==> src/hppsc_pkg.sv <==
/*
  Shared constants for the hub port power and speed control block.
  Assumes one clock (clk) and a synchronous active-low reset.
*/
// Notes on behaviour
// - Upstream limited to high or full speed: no SuperSpeed offered downstream.
// - Upstream limited to full/low speed: no SuperSpeed nor high speed downstream.
// - One to four downstream ports reported, from straps, EEPROM or SMBus.
// - Each port separately enabled, removable or fixed, charging on or off.
// - Ganged power: all ports powered once any port needs power; only requests from enabled, reported ports count here.
// - Power stays on until every port allows power removal; disabled or unreported ports are not waited on here.
// - Over-current removes power from all ports together.
// - Status and command register never written from EEPROM load data.
// - Reset asserted: block inactive, all registers at default values.
// - Drive high-speed and SuperSpeed upstream connected and suspended outputs.
// - One translator per port, four asynchronous endpoint buffers each.
// - All logic timed from the single reference clock.
// - SMBus slave address configurable for several devices per segment.
// - A 128-bit unique identifier is exposed.
package hppsc_pkg;
  localparam int          NUM_PORTS      = 4;
  localparam int          TT_BUFFERS     = 4;
  localparam int          UUID_W         = 128;
  localparam int          SMB_ADDR_W     = 7;
  localparam logic [7:0]  DSC_OFFSET     = 8'hf8;
  localparam logic [7:0]  DSC_RESET      = 8'h00;
  localparam int          DSC_CFG_ACTIVE = 0;
  localparam int          DSC_SMB_RESET  = 1;
  localparam logic [7:0]  DSC_RW_MASK    = 8'h03;
  localparam int          CLK_HZ         = 10_000_000;
  // Arbitrary neutral identifier value
  localparam logic [127:0] UUID_DEFAULT  = 128'h0123456789abcdef0123456789abcdef;

  typedef enum logic [2:0] {
    HPPSC_LNK_FS = 3'h1,
    HPPSC_LNK_HS = 3'h2,
    HPPSC_LNK_SS = 3'h4
  } hppsc_link_e;
endpackage : hppsc_pkg

==> src/hppsc_sync.sv <==
/*
  Two-flop synchroniser for a bus of levels.
  Assumes inputs are unrelated to clk.
*/
module hppsc_sync #(
  parameter int W = 1
) (
  input  wire logic         clk,
  input  wire logic         rst_n,
  input  wire logic [W-1:0] d,
  output logic      [W-1:0] q
);
  typedef struct packed {
    logic [W-1:0] s1;
    logic [W-1:0] s2;
  } hppsc_sync_s;
  hppsc_sync_s st_ff;
  hppsc_sync_s nxt_st;

  always_comb begin
    nxt_st.s1 = d;
    nxt_st.s2 = st_ff.s1;
  end

  always_ff @(posedge clk) begin
    if (!rst_n) begin
      st_ff <= '0;
    end else begin
      st_ff <= nxt_st;
    end
  end

  assign q = st_ff.s2;
endmodule : hppsc_sync

==> src/hppsc_top.sv <==
/*
  Hub control: downstream speed limits, port configuration, ganged power
  with latched over-current, upstream status outputs, status/command
  register. Assumes pins are asynchronous and pass synchronisers; the
  register port is a simple same-clock strobe interface.
*/
module hppsc_top
  import hppsc_pkg::*;
#(
  parameter int NPORTS = hppsc_pkg::NUM_PORTS
) (
  input  wire logic                             clk,
  input  wire logic                             rst_n,
  input  wire logic [2:0]                       up_link_caps,
  input  wire logic                             up_hs_connected,
  input  wire logic                             up_hs_suspended,
  input  wire logic                             up_ss_connected,
  input  wire logic                             up_ss_suspended,
  input  wire logic [NPORTS-1:0]                strap_port_disable,
  input  wire logic [NPORTS-1:0]                strap_port_fixed,
  input  wire logic [NPORTS-1:0]                strap_port_charge,
  input  wire logic [hppsc_pkg::SMB_ADDR_W-1:0] strap_smb_addr,
  input  wire logic                             cfg_wr,
  input  wire logic                             cfg_from_eeprom,
  input  wire logic [2:0]                       cfg_num_ports,
  input  wire logic [NPORTS-1:0]                cfg_port_disable,
  input  wire logic [NPORTS-1:0]                cfg_port_fixed,
  input  wire logic [NPORTS-1:0]                cfg_port_charge,
  input  wire logic [hppsc_pkg::SMB_ADDR_W-1:0] cfg_smb_addr,
  input  wire logic                             reg_wr,
  input  wire logic [7:0]                       reg_addr,
  input  wire logic [7:0]                       reg_wdata,
  output logic      [7:0]                       reg_rdata,
  input  wire logic [NPORTS-1:0]                port_power_req,
  input  wire logic [NPORTS-1:0]                port_power_release_ok,
  input  wire logic                             over_current_n,
  input  wire logic                             host_power_enable,
  output logic      [NPORTS-1:0]                port_ss_enable,
  output logic      [NPORTS-1:0]                port_hs_enable,
  output logic      [NPORTS-1:0]                port_enabled,
  output logic      [NPORTS-1:0]                port_removable,
  output logic      [NPORTS-1:0]                charging_downstream_port,
  output logic      [2:0]                       ports_reported,
  output logic                                  port_power_on,
  output logic                                  over_current_latched,
  output logic                                  hs_up_connected,
  output logic                                  hs_up_suspended,
  output logic                                  ss_up_connected,
  output logic                                  ss_up_suspended,
  output logic [hppsc_pkg::SMB_ADDR_W-1:0]      smb_address,
  output logic [hppsc_pkg::UUID_W-1:0]          uuid,
  output logic [2:0]                            multi_translator_hub
);
  import hppsc_pkg::*;

  localparam int SYNC_W = 3 + 4 + 2*NPORTS + 1 + 1;
  localparam logic [2:0] MAX_PORTS = 3'(NPORTS);
  localparam int         STRAP_W   = 3*NPORTS + SMB_ADDR_W;
  // Both sync stages must fill before straps are trusted
  localparam logic [1:0] STRAP_SETTLE = 2'h2;

  typedef struct packed {
    logic [NPORTS-1:0]     ss_en;
    logic [NPORTS-1:0]     hs_en;
    logic [NPORTS-1:0]     dis;
    logic [NPORTS-1:0]     fixed;
    logic [NPORTS-1:0]     chg;
    logic [2:0]            nports;
    logic                  pwr;
    logic                  oc;
    logic [3:0]            up_stat;
    logic [SMB_ADDR_W-1:0] smb;
    logic [7:0]            dsc;
    logic [7:0]            rdata;
    logic [NPORTS-1:0]     en;
    logic [NPORTS-1:0]     rem;
    logic [1:0]            strap_wait;
    logic                  strap_done;
  } hppsc_s;

  hppsc_s st_ff;
  hppsc_s nxt_st;

  logic [SYNC_W-1:0] pins_raw;
  logic [SYNC_W-1:0] pins_s;
  logic [2:0]        caps_s;
  logic [3:0]        stat_s;
  logic [NPORTS-1:0] req_s;
  logic [NPORTS-1:0] rel_s;
  logic              oc_s;
  logic              henable_s;

  logic [STRAP_W-1:0]    straps_s;
  logic [NPORTS-1:0]     strap_dis_s;
  logic [NPORTS-1:0]     strap_fixed_s;
  logic [NPORTS-1:0]     strap_chg_s;
  logic [SMB_ADDR_W-1:0] strap_smb_s;

  ////////////////////////////////////////////////////////////////
  // Over-current carried active high so the flops' reset value reads as no fault
  assign pins_raw = {up_link_caps, up_hs_connected, up_hs_suspended, up_ss_connected,
                     up_ss_suspended, port_power_req, port_power_release_ok,
                     ~over_current_n, host_power_enable};

  hppsc_sync #(.W(SYNC_W)) u_sync (
    .clk   (clk),
    .rst_n (rst_n),
    .d     (pins_raw),
    .q     (pins_s)
  );

  assign {caps_s, stat_s, req_s, rel_s, oc_s, henable_s} = pins_s;

  // Straps are pins too; synchronised like the rest
  hppsc_sync #(.W(STRAP_W)) u_strap_sync (
    .clk   (clk),
    .rst_n (rst_n),
    .d     ({strap_port_disable, strap_port_fixed, strap_port_charge, strap_smb_addr}),
    .q     (straps_s)
  );

  assign {strap_dis_s, strap_fixed_s, strap_chg_s, strap_smb_s} = straps_s;

  ////////////////////////////////////////////////////////////////

  // Clamp the reported port count into 1..NPORTS
  function automatic logic [2:0] clamp_ports(input logic [2:0] n);
    if (n == 3'h0) begin
      clamp_ports = 3'h1;
    end else if (n > MAX_PORTS) begin
      clamp_ports = MAX_PORTS;
    end else begin
      clamp_ports = n;
    end
  endfunction : clamp_ports

  function automatic logic [NPORTS-1:0] active_mask(input logic [2:0] n);
    logic [NPORTS-1:0] m;
    m = '0;
    for (int i = 0; i < NPORTS; i++) begin
      m[i] = (3'(i) < n);
    end
    active_mask = m;
  endfunction : active_mask

  always_comb begin
    logic [NPORTS-1:0] usable;
    logic              ss_ok;
    logic              hs_ok;
    usable = '0;
    ss_ok  = 1'b0;
    hs_ok  = 1'b0;
    nxt_st = st_ff;

    // Straps caught once after reset release, later loads override
    if (!st_ff.strap_done) begin
      if (st_ff.strap_wait == STRAP_SETTLE) begin
        nxt_st.dis        = strap_dis_s;
        nxt_st.fixed      = strap_fixed_s;
        nxt_st.chg        = strap_chg_s;
        nxt_st.smb        = strap_smb_s;
        nxt_st.nports     = MAX_PORTS;
        nxt_st.strap_done = 1'b1;
      end else begin
        nxt_st.strap_wait = st_ff.strap_wait + 2'h1;
      end
    end else if (cfg_wr) begin
      nxt_st.nports = clamp_ports(cfg_num_ports);
      nxt_st.dis    = cfg_port_disable;
      nxt_st.fixed  = cfg_port_fixed;
      nxt_st.chg    = cfg_port_charge;
      nxt_st.smb    = cfg_smb_addr;
    end

    // Registered so these outputs come straight from flops
    nxt_st.en  = active_mask(nxt_st.nports) & ~nxt_st.dis;
    nxt_st.rem = ~nxt_st.fixed;

    // EEPROM-sourced data never reaches the status/command register
    if (reg_wr && reg_addr == DSC_OFFSET && !cfg_from_eeprom) begin
      nxt_st.dsc = reg_wdata & DSC_RW_MASK;
    end

    nxt_st.rdata = (reg_addr == DSC_OFFSET) ? st_ff.dsc : 8'h00;

    usable = active_mask(st_ff.nports) & ~st_ff.dis;
    ss_ok  = caps_s[2];
    hs_ok  = caps_s[2] | caps_s[1];
    nxt_st.ss_en = ss_ok ? usable : '0;
    nxt_st.hs_en = hs_ok ? usable : '0;

    // Fault holds power off until the host drives enable low with the fault gone
    if (oc_s) begin
      nxt_st.oc = 1'b1;
    end else if (!henable_s) begin
      nxt_st.oc = 1'b0;
    end

    if (oc_s || st_ff.oc) begin
      nxt_st.pwr = 1'b0;
    end else if (|(req_s & usable)) begin
      nxt_st.pwr = 1'b1;
    end else if (&(rel_s | ~usable)) begin
      nxt_st.pwr = 1'b0;
    end

    nxt_st.up_stat = stat_s;
  end

  ////////////////////////////////////////////////////////////////
  always_ff @(posedge clk) begin
    if (!rst_n) begin
      st_ff     <= '0;
      st_ff.dsc <= DSC_RESET;
    end else begin
      st_ff <= nxt_st;
    end
  end

  ////////////////////////////////////////////////////////////////
  assign port_ss_enable           = st_ff.ss_en;
  assign port_hs_enable           = st_ff.hs_en;
  assign port_enabled             = st_ff.en;
  assign port_removable           = st_ff.rem;
  assign charging_downstream_port = st_ff.chg;
  assign ports_reported           = st_ff.nports;
  assign port_power_on            = st_ff.pwr;
  assign over_current_latched     = st_ff.oc;
  assign {hs_up_connected, hs_up_suspended, ss_up_connected, ss_up_suspended} = st_ff.up_stat;
  assign smb_address              = st_ff.smb;
  assign reg_rdata                = st_ff.rdata;
  assign uuid                     = UUID_DEFAULT;
  // Translator count per port and buffers per translator are fixed
  assign multi_translator_hub     = 3'(TT_BUFFERS - 1);
endmodule : hppsc_top

==> config.mk <==
export PLATFORM = sky130hd
export DESIGN_NAME = hppsc_top
export DESIGN_NICKNAME = d
export VERILOG_FILES = /design/src/hppsc_pkg.sv /design/src/hppsc_sync.sv /design/src/hppsc_top.sv
export SDC_FILE = /design/constraint.sdc
export NUM_CORES = 1
export LEC_CHECK = 0
export BUFFER_PORTS_ARGS = -buffer_cell sky130_fd_sc_hd__buf_2
export CAP_MARGIN = 20
export CORE_MARGIN = 2
export CORE_UTILIZATION = 48
export CTS_BUF_LIST = sky130_fd_sc_hd__clkbuf_4 sky130_fd_sc_hd__clkbuf_8
export DETAILED_ROUTE_END_ITERATION = 10
export PLACE_DENSITY = 0.84
export SETUP_SLACK_MARGIN = 0.3
export SLEW_MARGIN = 30
export SYNTH_ARGS = -nofsm -noshare
export SYNTH_HDL_FRONTEND = slang
export SYNTH_SLANG_ARGS = --single-unit
export TNS_END_PERCENT = 1
==> constraint.sdc <==
create_clock -name clk -period 2.02 [get_ports clk]
set_input_delay 0.202 -clock clk [delete_from_list [all_inputs] [get_ports clk]]
set_output_delay 0.202 -clock clk [all_outputs]
set_load 0.05 [all_outputs]
# Word-level counts from Yosys, hierarchy flattened
# Index checks and enable logic that the tools add are counted.
# totals
register_bits	123
inputBits	79
elab_cells	76
# op_classes
n_addsub	1
n_lt_le_gt_ge	9
eq_ne	4
mux	14
bitwise	13
n_reduce_logical	15
# ops
operator	count
$mux W15	3
$mux W7	3
$not A4 Y4	4
$and A4 B4 Y4	3
$lt A1 B3 Y1 const A	4
$lt A2 B3 Y1 const A	4
$reduce_and A2 Y1	5
$eq A8 B8 Y1 const B	1
$mux W1	6
$mux W3	2
$not A1 Y1	4
$or A4 B4 Y4	1
$reduce_and A4 Y1	1
$reduce_bool A2 Y1	2
$reduce_or A4 Y1	1
$gt A3 B3 Y1 const B	1
$logic_not A3 Y1	1
$add A2 B1 Y2 const B	1
$eq A2 B2 Y1 const B	1
$logic_and A1 B1 Y1	2
$ne A2 B1 Y1 const B	1
$ne A2 B2 Y1 const B	1
$reduce_or A2 Y1	1
$logic_not A1 Y1	1
other kinds (2)	2

# Logic depth before layout (Yosys ltp)
# depth
word_depth	7
mapped_depth	7
ltp_nobuf	6

# Cells and area by module
# Synthesis repeated with hierarchy kept, for this count alone.
# unflattened
hier_cells	527
hier_area_um2	5248.8
# modules_own_cells
mod	instances	cells_each	area_per_inst_um2	seq_area_each_um2
hppsc_top	1	376	3260.6	1021.0
hppsc_sync (u_strap_sync)	1	80	1037.2	760.7
hppsc_sync (u_sync)	1	71	950.9	680.7

# Worst setup path before layout
# OpenSTA, ideal clock, no wires.
# synth_path
kind	register to register
start	reg st_ff[1] in the netlist's numbering
end	reg st_ff[51] in the netlist's numbering
setup_ns	0.115
arrival_ns	1.410
path_slack_ns	0.495
path_stages_with_launch	8
period_less_slack_ns	1.525
path_cell_list	dfxtp_1 inv_1 ha_1 nor2b_1 buf_2 a22o_1 a21o_1 and2_1
# synth_via
elab_chain_cells	3
# synth_lines
element	line	text
start: declaration	hppsc_top.sv:81	hppsc_s st_ff;
start signal: assignment	hppsc_top.sv:216	st_ff <= nxt_st;
$eq A2 B2 Y1	hppsc_top.sv:157	if (st_ff.strap_wait == STRAP_SETTLE) begin
$mux W15	hppsc_top.sv:157	
$mux W15	hppsc_top.sv:156	if (!st_ff.strap_done) begin
# No other way between the ends. The select of a mux whose other input is x is not followed.
# A chain may end at the register's enable or synchronous reset.

# Worst setup path in the final report
# layout_path
start	reg st_ff[1] in the netlist's numbering
end	reg st_ff, in the netlist charging_downstream_port[0]
# layout_via
elab_chain_cells	3
# layout_lines
element	line
$eq A2 B2 Y1	hppsc_top.sv:157
$reduce_bool A2 Y1 (no line)	n/a
$reduce_and A2 Y1 (no line)	n/a
# No other way between the ends.

==> qor.log <==
[status] run status completed
[drt] DRC marker count from the first detailed-route iteration 102
[clock_tree] cts bufs inserted 17
[synthesis] number of warnings issued by yosys 0
[grt] pin count of the biggest net entering global routing 66
[die] Die Outline Area 0.01157 mm²
[setup_path] startpoint of the worst-slack reg-to-reg timing path st_ff[1]$_SDFFE_PN0P_
[sta] number of pins with negative max-slew slack in the final report 0
[drt] total vias in the final route 3192
[setup_path] category of the most critical setup path reg2reg
[synthesis] synthesized area per cell 9.923 µm²
[layout] commonest non-fill, non-tap cell in the layout conb_1
[grt] antenna violations before repair 0
[clock_tree] setup bufs post-CTS 0
[clock_tree] clock slew seen by the registers of the worst setup and hold paths 0.07 ns
[die] initial core utilization 0.4966
[drt] Pre-antenna DRT Iters 4
[pwr] Pleak 2.932 nW
[placement] buffers added on ports 109
[drt] DRC errors left 0
[die] area of the placeable core 0.01037 mm²
[setup_path] endpoint type of the worst setup path flip-flop
[sta] RSZ-0062 raised after global routing no
[setup_path] origin of the worst setup path st_ff[1]$_SDFFE_PN0P_
[setup_path] CP endpoint charging_downstream_port[0]$_SDFFE_PN0P_
[layout] area delta synth->final 13.51%
[clock_tree] number of buffers on the longest clock path 2
[placement] dpl ws 0.2635 ns
[die] chip height 107.6 µm
[setup_path] startpoint type of the worst setup path flip-flop
[setup_path] count of cells along the worst register-to-register path 7
[synthesis] total standard cell area after synthesis 0.005150 mm²
[grt] global-route wire length before repair 14.32 mm
[setup_path] highest fanout seen on the critical path 8
[synthesis] share of flip-flops with an asynchronous set or reset 0
[die] chip width 107.6 µm
[drt] post-detailed-routing wire length 9.304 mm
[sta] fin crit share 0.7982
[drt] post-route antenna net violation count 0
[sta] final clock skew 0.008153 ns
[drt] DR vias/cell 4.066
[clock_tree] cell at the root of the clock tree clkbuf_8
[placement] routability-driven placement congestion ratio 0.8256
[sta] highest achievable clock rate 620.2 MHz
[drt] detailed-route wire length per cell 11.85 µm
[synthesis] proportion of synthesized chip area in sequential cells 0.4704
[setup_path] CP Data Arrival Time 1.92 ns
[grt] All-Layer GR Usage 0.1619
[clock_tree] clock latency reported for the late side of the worst-skew pair 0.41 ns
[sta] Final setup viols 0
[pwr] areal power density over the cells 1198 mW/mm²
[die] I/O pin total 254
[clock_tree] sinks on the clock net 121
[sta] final setup margin 0.4076 ns
[worst_hold_path] Tightest Hold Check Type in2reg
[run] count of max-cap constraint violations 0
[setup_path] Worst R2R Setup Slack 0.41 ns
[synthesis] count of flip-flops with a built-in enable after synthesis 0
[synthesis] primary flip-flop cell chosen by synthesis mapping dfxtp_1
[setup_path] Req. time, crit path 2.33 ns
[synthesis] post-synthesis cell type count 34
[sta] setup TNS after final layout 0 ns
[layout] fin area 0.005846 mm²
[placement] Cell Area, Placed 0.005067 mm²
[placement] HPWL Detailed 6.487 mm
[sta] final hold violations 0
[pwr] maximum vdd ir drop 0.5943 mV
[die] total number of placement rows 37
[layout] fraction of final layout cells sized beyond drive strength 1 0.2361
[grt] overall overflow remaining after global route 0
[clock_tree] total number of H-tree levels 4
[sta] min Tclk post-route 1.612 ns
[setup_path] Worst R2R End charging_downstream_port[0]$_SDFFE_PN0P_
[layout] most frequent cells in the layout conb_1, dfxtp_1, buf_2
[synthesis] synthesized instance count 519
[synthesis] flop and latch count out of synthesis 121
[grt] vias in the first global route 3143
[layout] Final #Nets 715
[clock_tree] CTS tree built
[area by class of cell]
| class | instances | area, µm² |
|---|---|---|
| Fill cell | 902 | 4524 |
| Multi-Input combinational cell | 340 | 1884 |
| Clock buffer | 20 | 269.0 |
| Timing Repair Buffer | 149 | 933.4 |
| Antenna cell | 1 | 2.502 |
| Tap cell | 136 | 170.2 |
| Sequential cell | 121 | 2422 |
| Clock inverter | 12 | 141.4 |
| Inverter | 6 | 22.52 |
[logic make-up after synthesis]
group / count (synthesis) / synth area share
buf+inv: 193 / 0.2651
xor+xnor: 1 / 0.001701
other cells: 2 / 0.001458
simple gates: 141 / 0.1630
compound gates: 47 / 0.07046
flops: 121 / 0.4704
fa+ha+maj: 1 / 0.002429
mux: 13 / 0.02551
[routing by layer]
layer	global-route usage	share of wire	up-vias
li1	-	-	1588
met1	0.1762	0.38	1428
met2	0.2736	0.53	152
met3	0.05266	0.067	24
met4	0.09615	0.027	0
met5	0	0	-
[what timing repair did]
| action | 4_1_cts | 5_1_grt |
|---|---|---|
| hold endpoints to repair | 35 | 0 |
| endpoints found under the setup margin | 11 | 13 |
| gates resized for setup | 2 | 3 |
| gates cloned | 0 | 0 |
| hold buffers | 35 | 0 |
[flip-flops by register name, indices dropped and copies added (netlist names), 2 cells and up]
register,count
charging_downstream_port,4
port_enabled,4
port_hs_enable,4
port_removable,4
port_ss_enable,4
ports_reported,3
reg_rdata,2
smb_address,7
st_ff,13
u_strap_sync.nxt_st,19
u_strap_sync.q,19
u_sync.nxt_st,16
u_sync.q,16
[metrics by stage]
| step | hold slack (ns) | instances | power [mW] | util |
|---|---|---|---|---|
| detailed placement | 0.3615 | 717 | 4.804 | 0.4887 |
| finish | 0.03469 | 785 | 7.003 | 0.5637 |
| CTS | 0.007493 | 784 | 7.021 | 0.5624 |
| global route | 0.0005800 | 784 | 7.326 | 0.5635 |
| floorplan | 0.2736 | 654 | 4.809 | - |
| global placement | 0.3589 | 717 | 4.741 | 0.4887 |
[critical path: stages (launching register included)]
cell,delay (ns)
dfxtp_1,0.30
inv_1,0.08
ha_1,0.24
nor2b_4,0.24
buf_4,0.21
mux2i_1,0.22
nand2_1,0.08
o211a_1,0.14
[synth_stat cells (5+ instances only)]
cell        n  area (µm²)
dfxtp_1   121        2422
inv_1       6       22.52
mux2i_1    12       120.1
nand2_1    16       60.06
a21oi_1    12       60.06
and2_1     84       525.5
clkbuf_1   13       48.80
buf_4     169        1269
nor2_1      8       30.03
a22o_1      8       70.07
buf_2       5       25.02
nor2b_1    15       93.84
nor3_1      8       40.04
o211a_1    11       110.1
[where the power goes]
group	total, mW	switching, mW	internal [mW]	leakage (nW)
combinational	2.06	1.54	0.522	1.73
sequential	2.78	0.146	2.64	0.996
clock	2.16	0.968	1.19	0.204
[worst min-delay path by stage]
stage                       startpoint                                        to  slack [ns]  cells past startpoint
floorplan               over_current_n               u_sync.nxt_st[1]$_SDFF_PN0_        0.27                      1
global route        cfg_port_charge[3]  charging_downstream_port[3]$_SDFFE_PN0P_      0.0006                      2
finish              cfg_port_charge[3]  charging_downstream_port[3]$_SDFFE_PN0P_        0.03                      2
CTS                 cfg_port_charge[3]  charging_downstream_port[3]$_SDFFE_PN0P_       0.007                      2
detailed placement      over_current_n               u_sync.nxt_st[1]$_SDFF_PN0_        0.36                      2
global placement        over_current_n               u_sync.nxt_st[1]$_SDFF_PN0_        0.36                      2
Power figures use the tool's default switching activity.
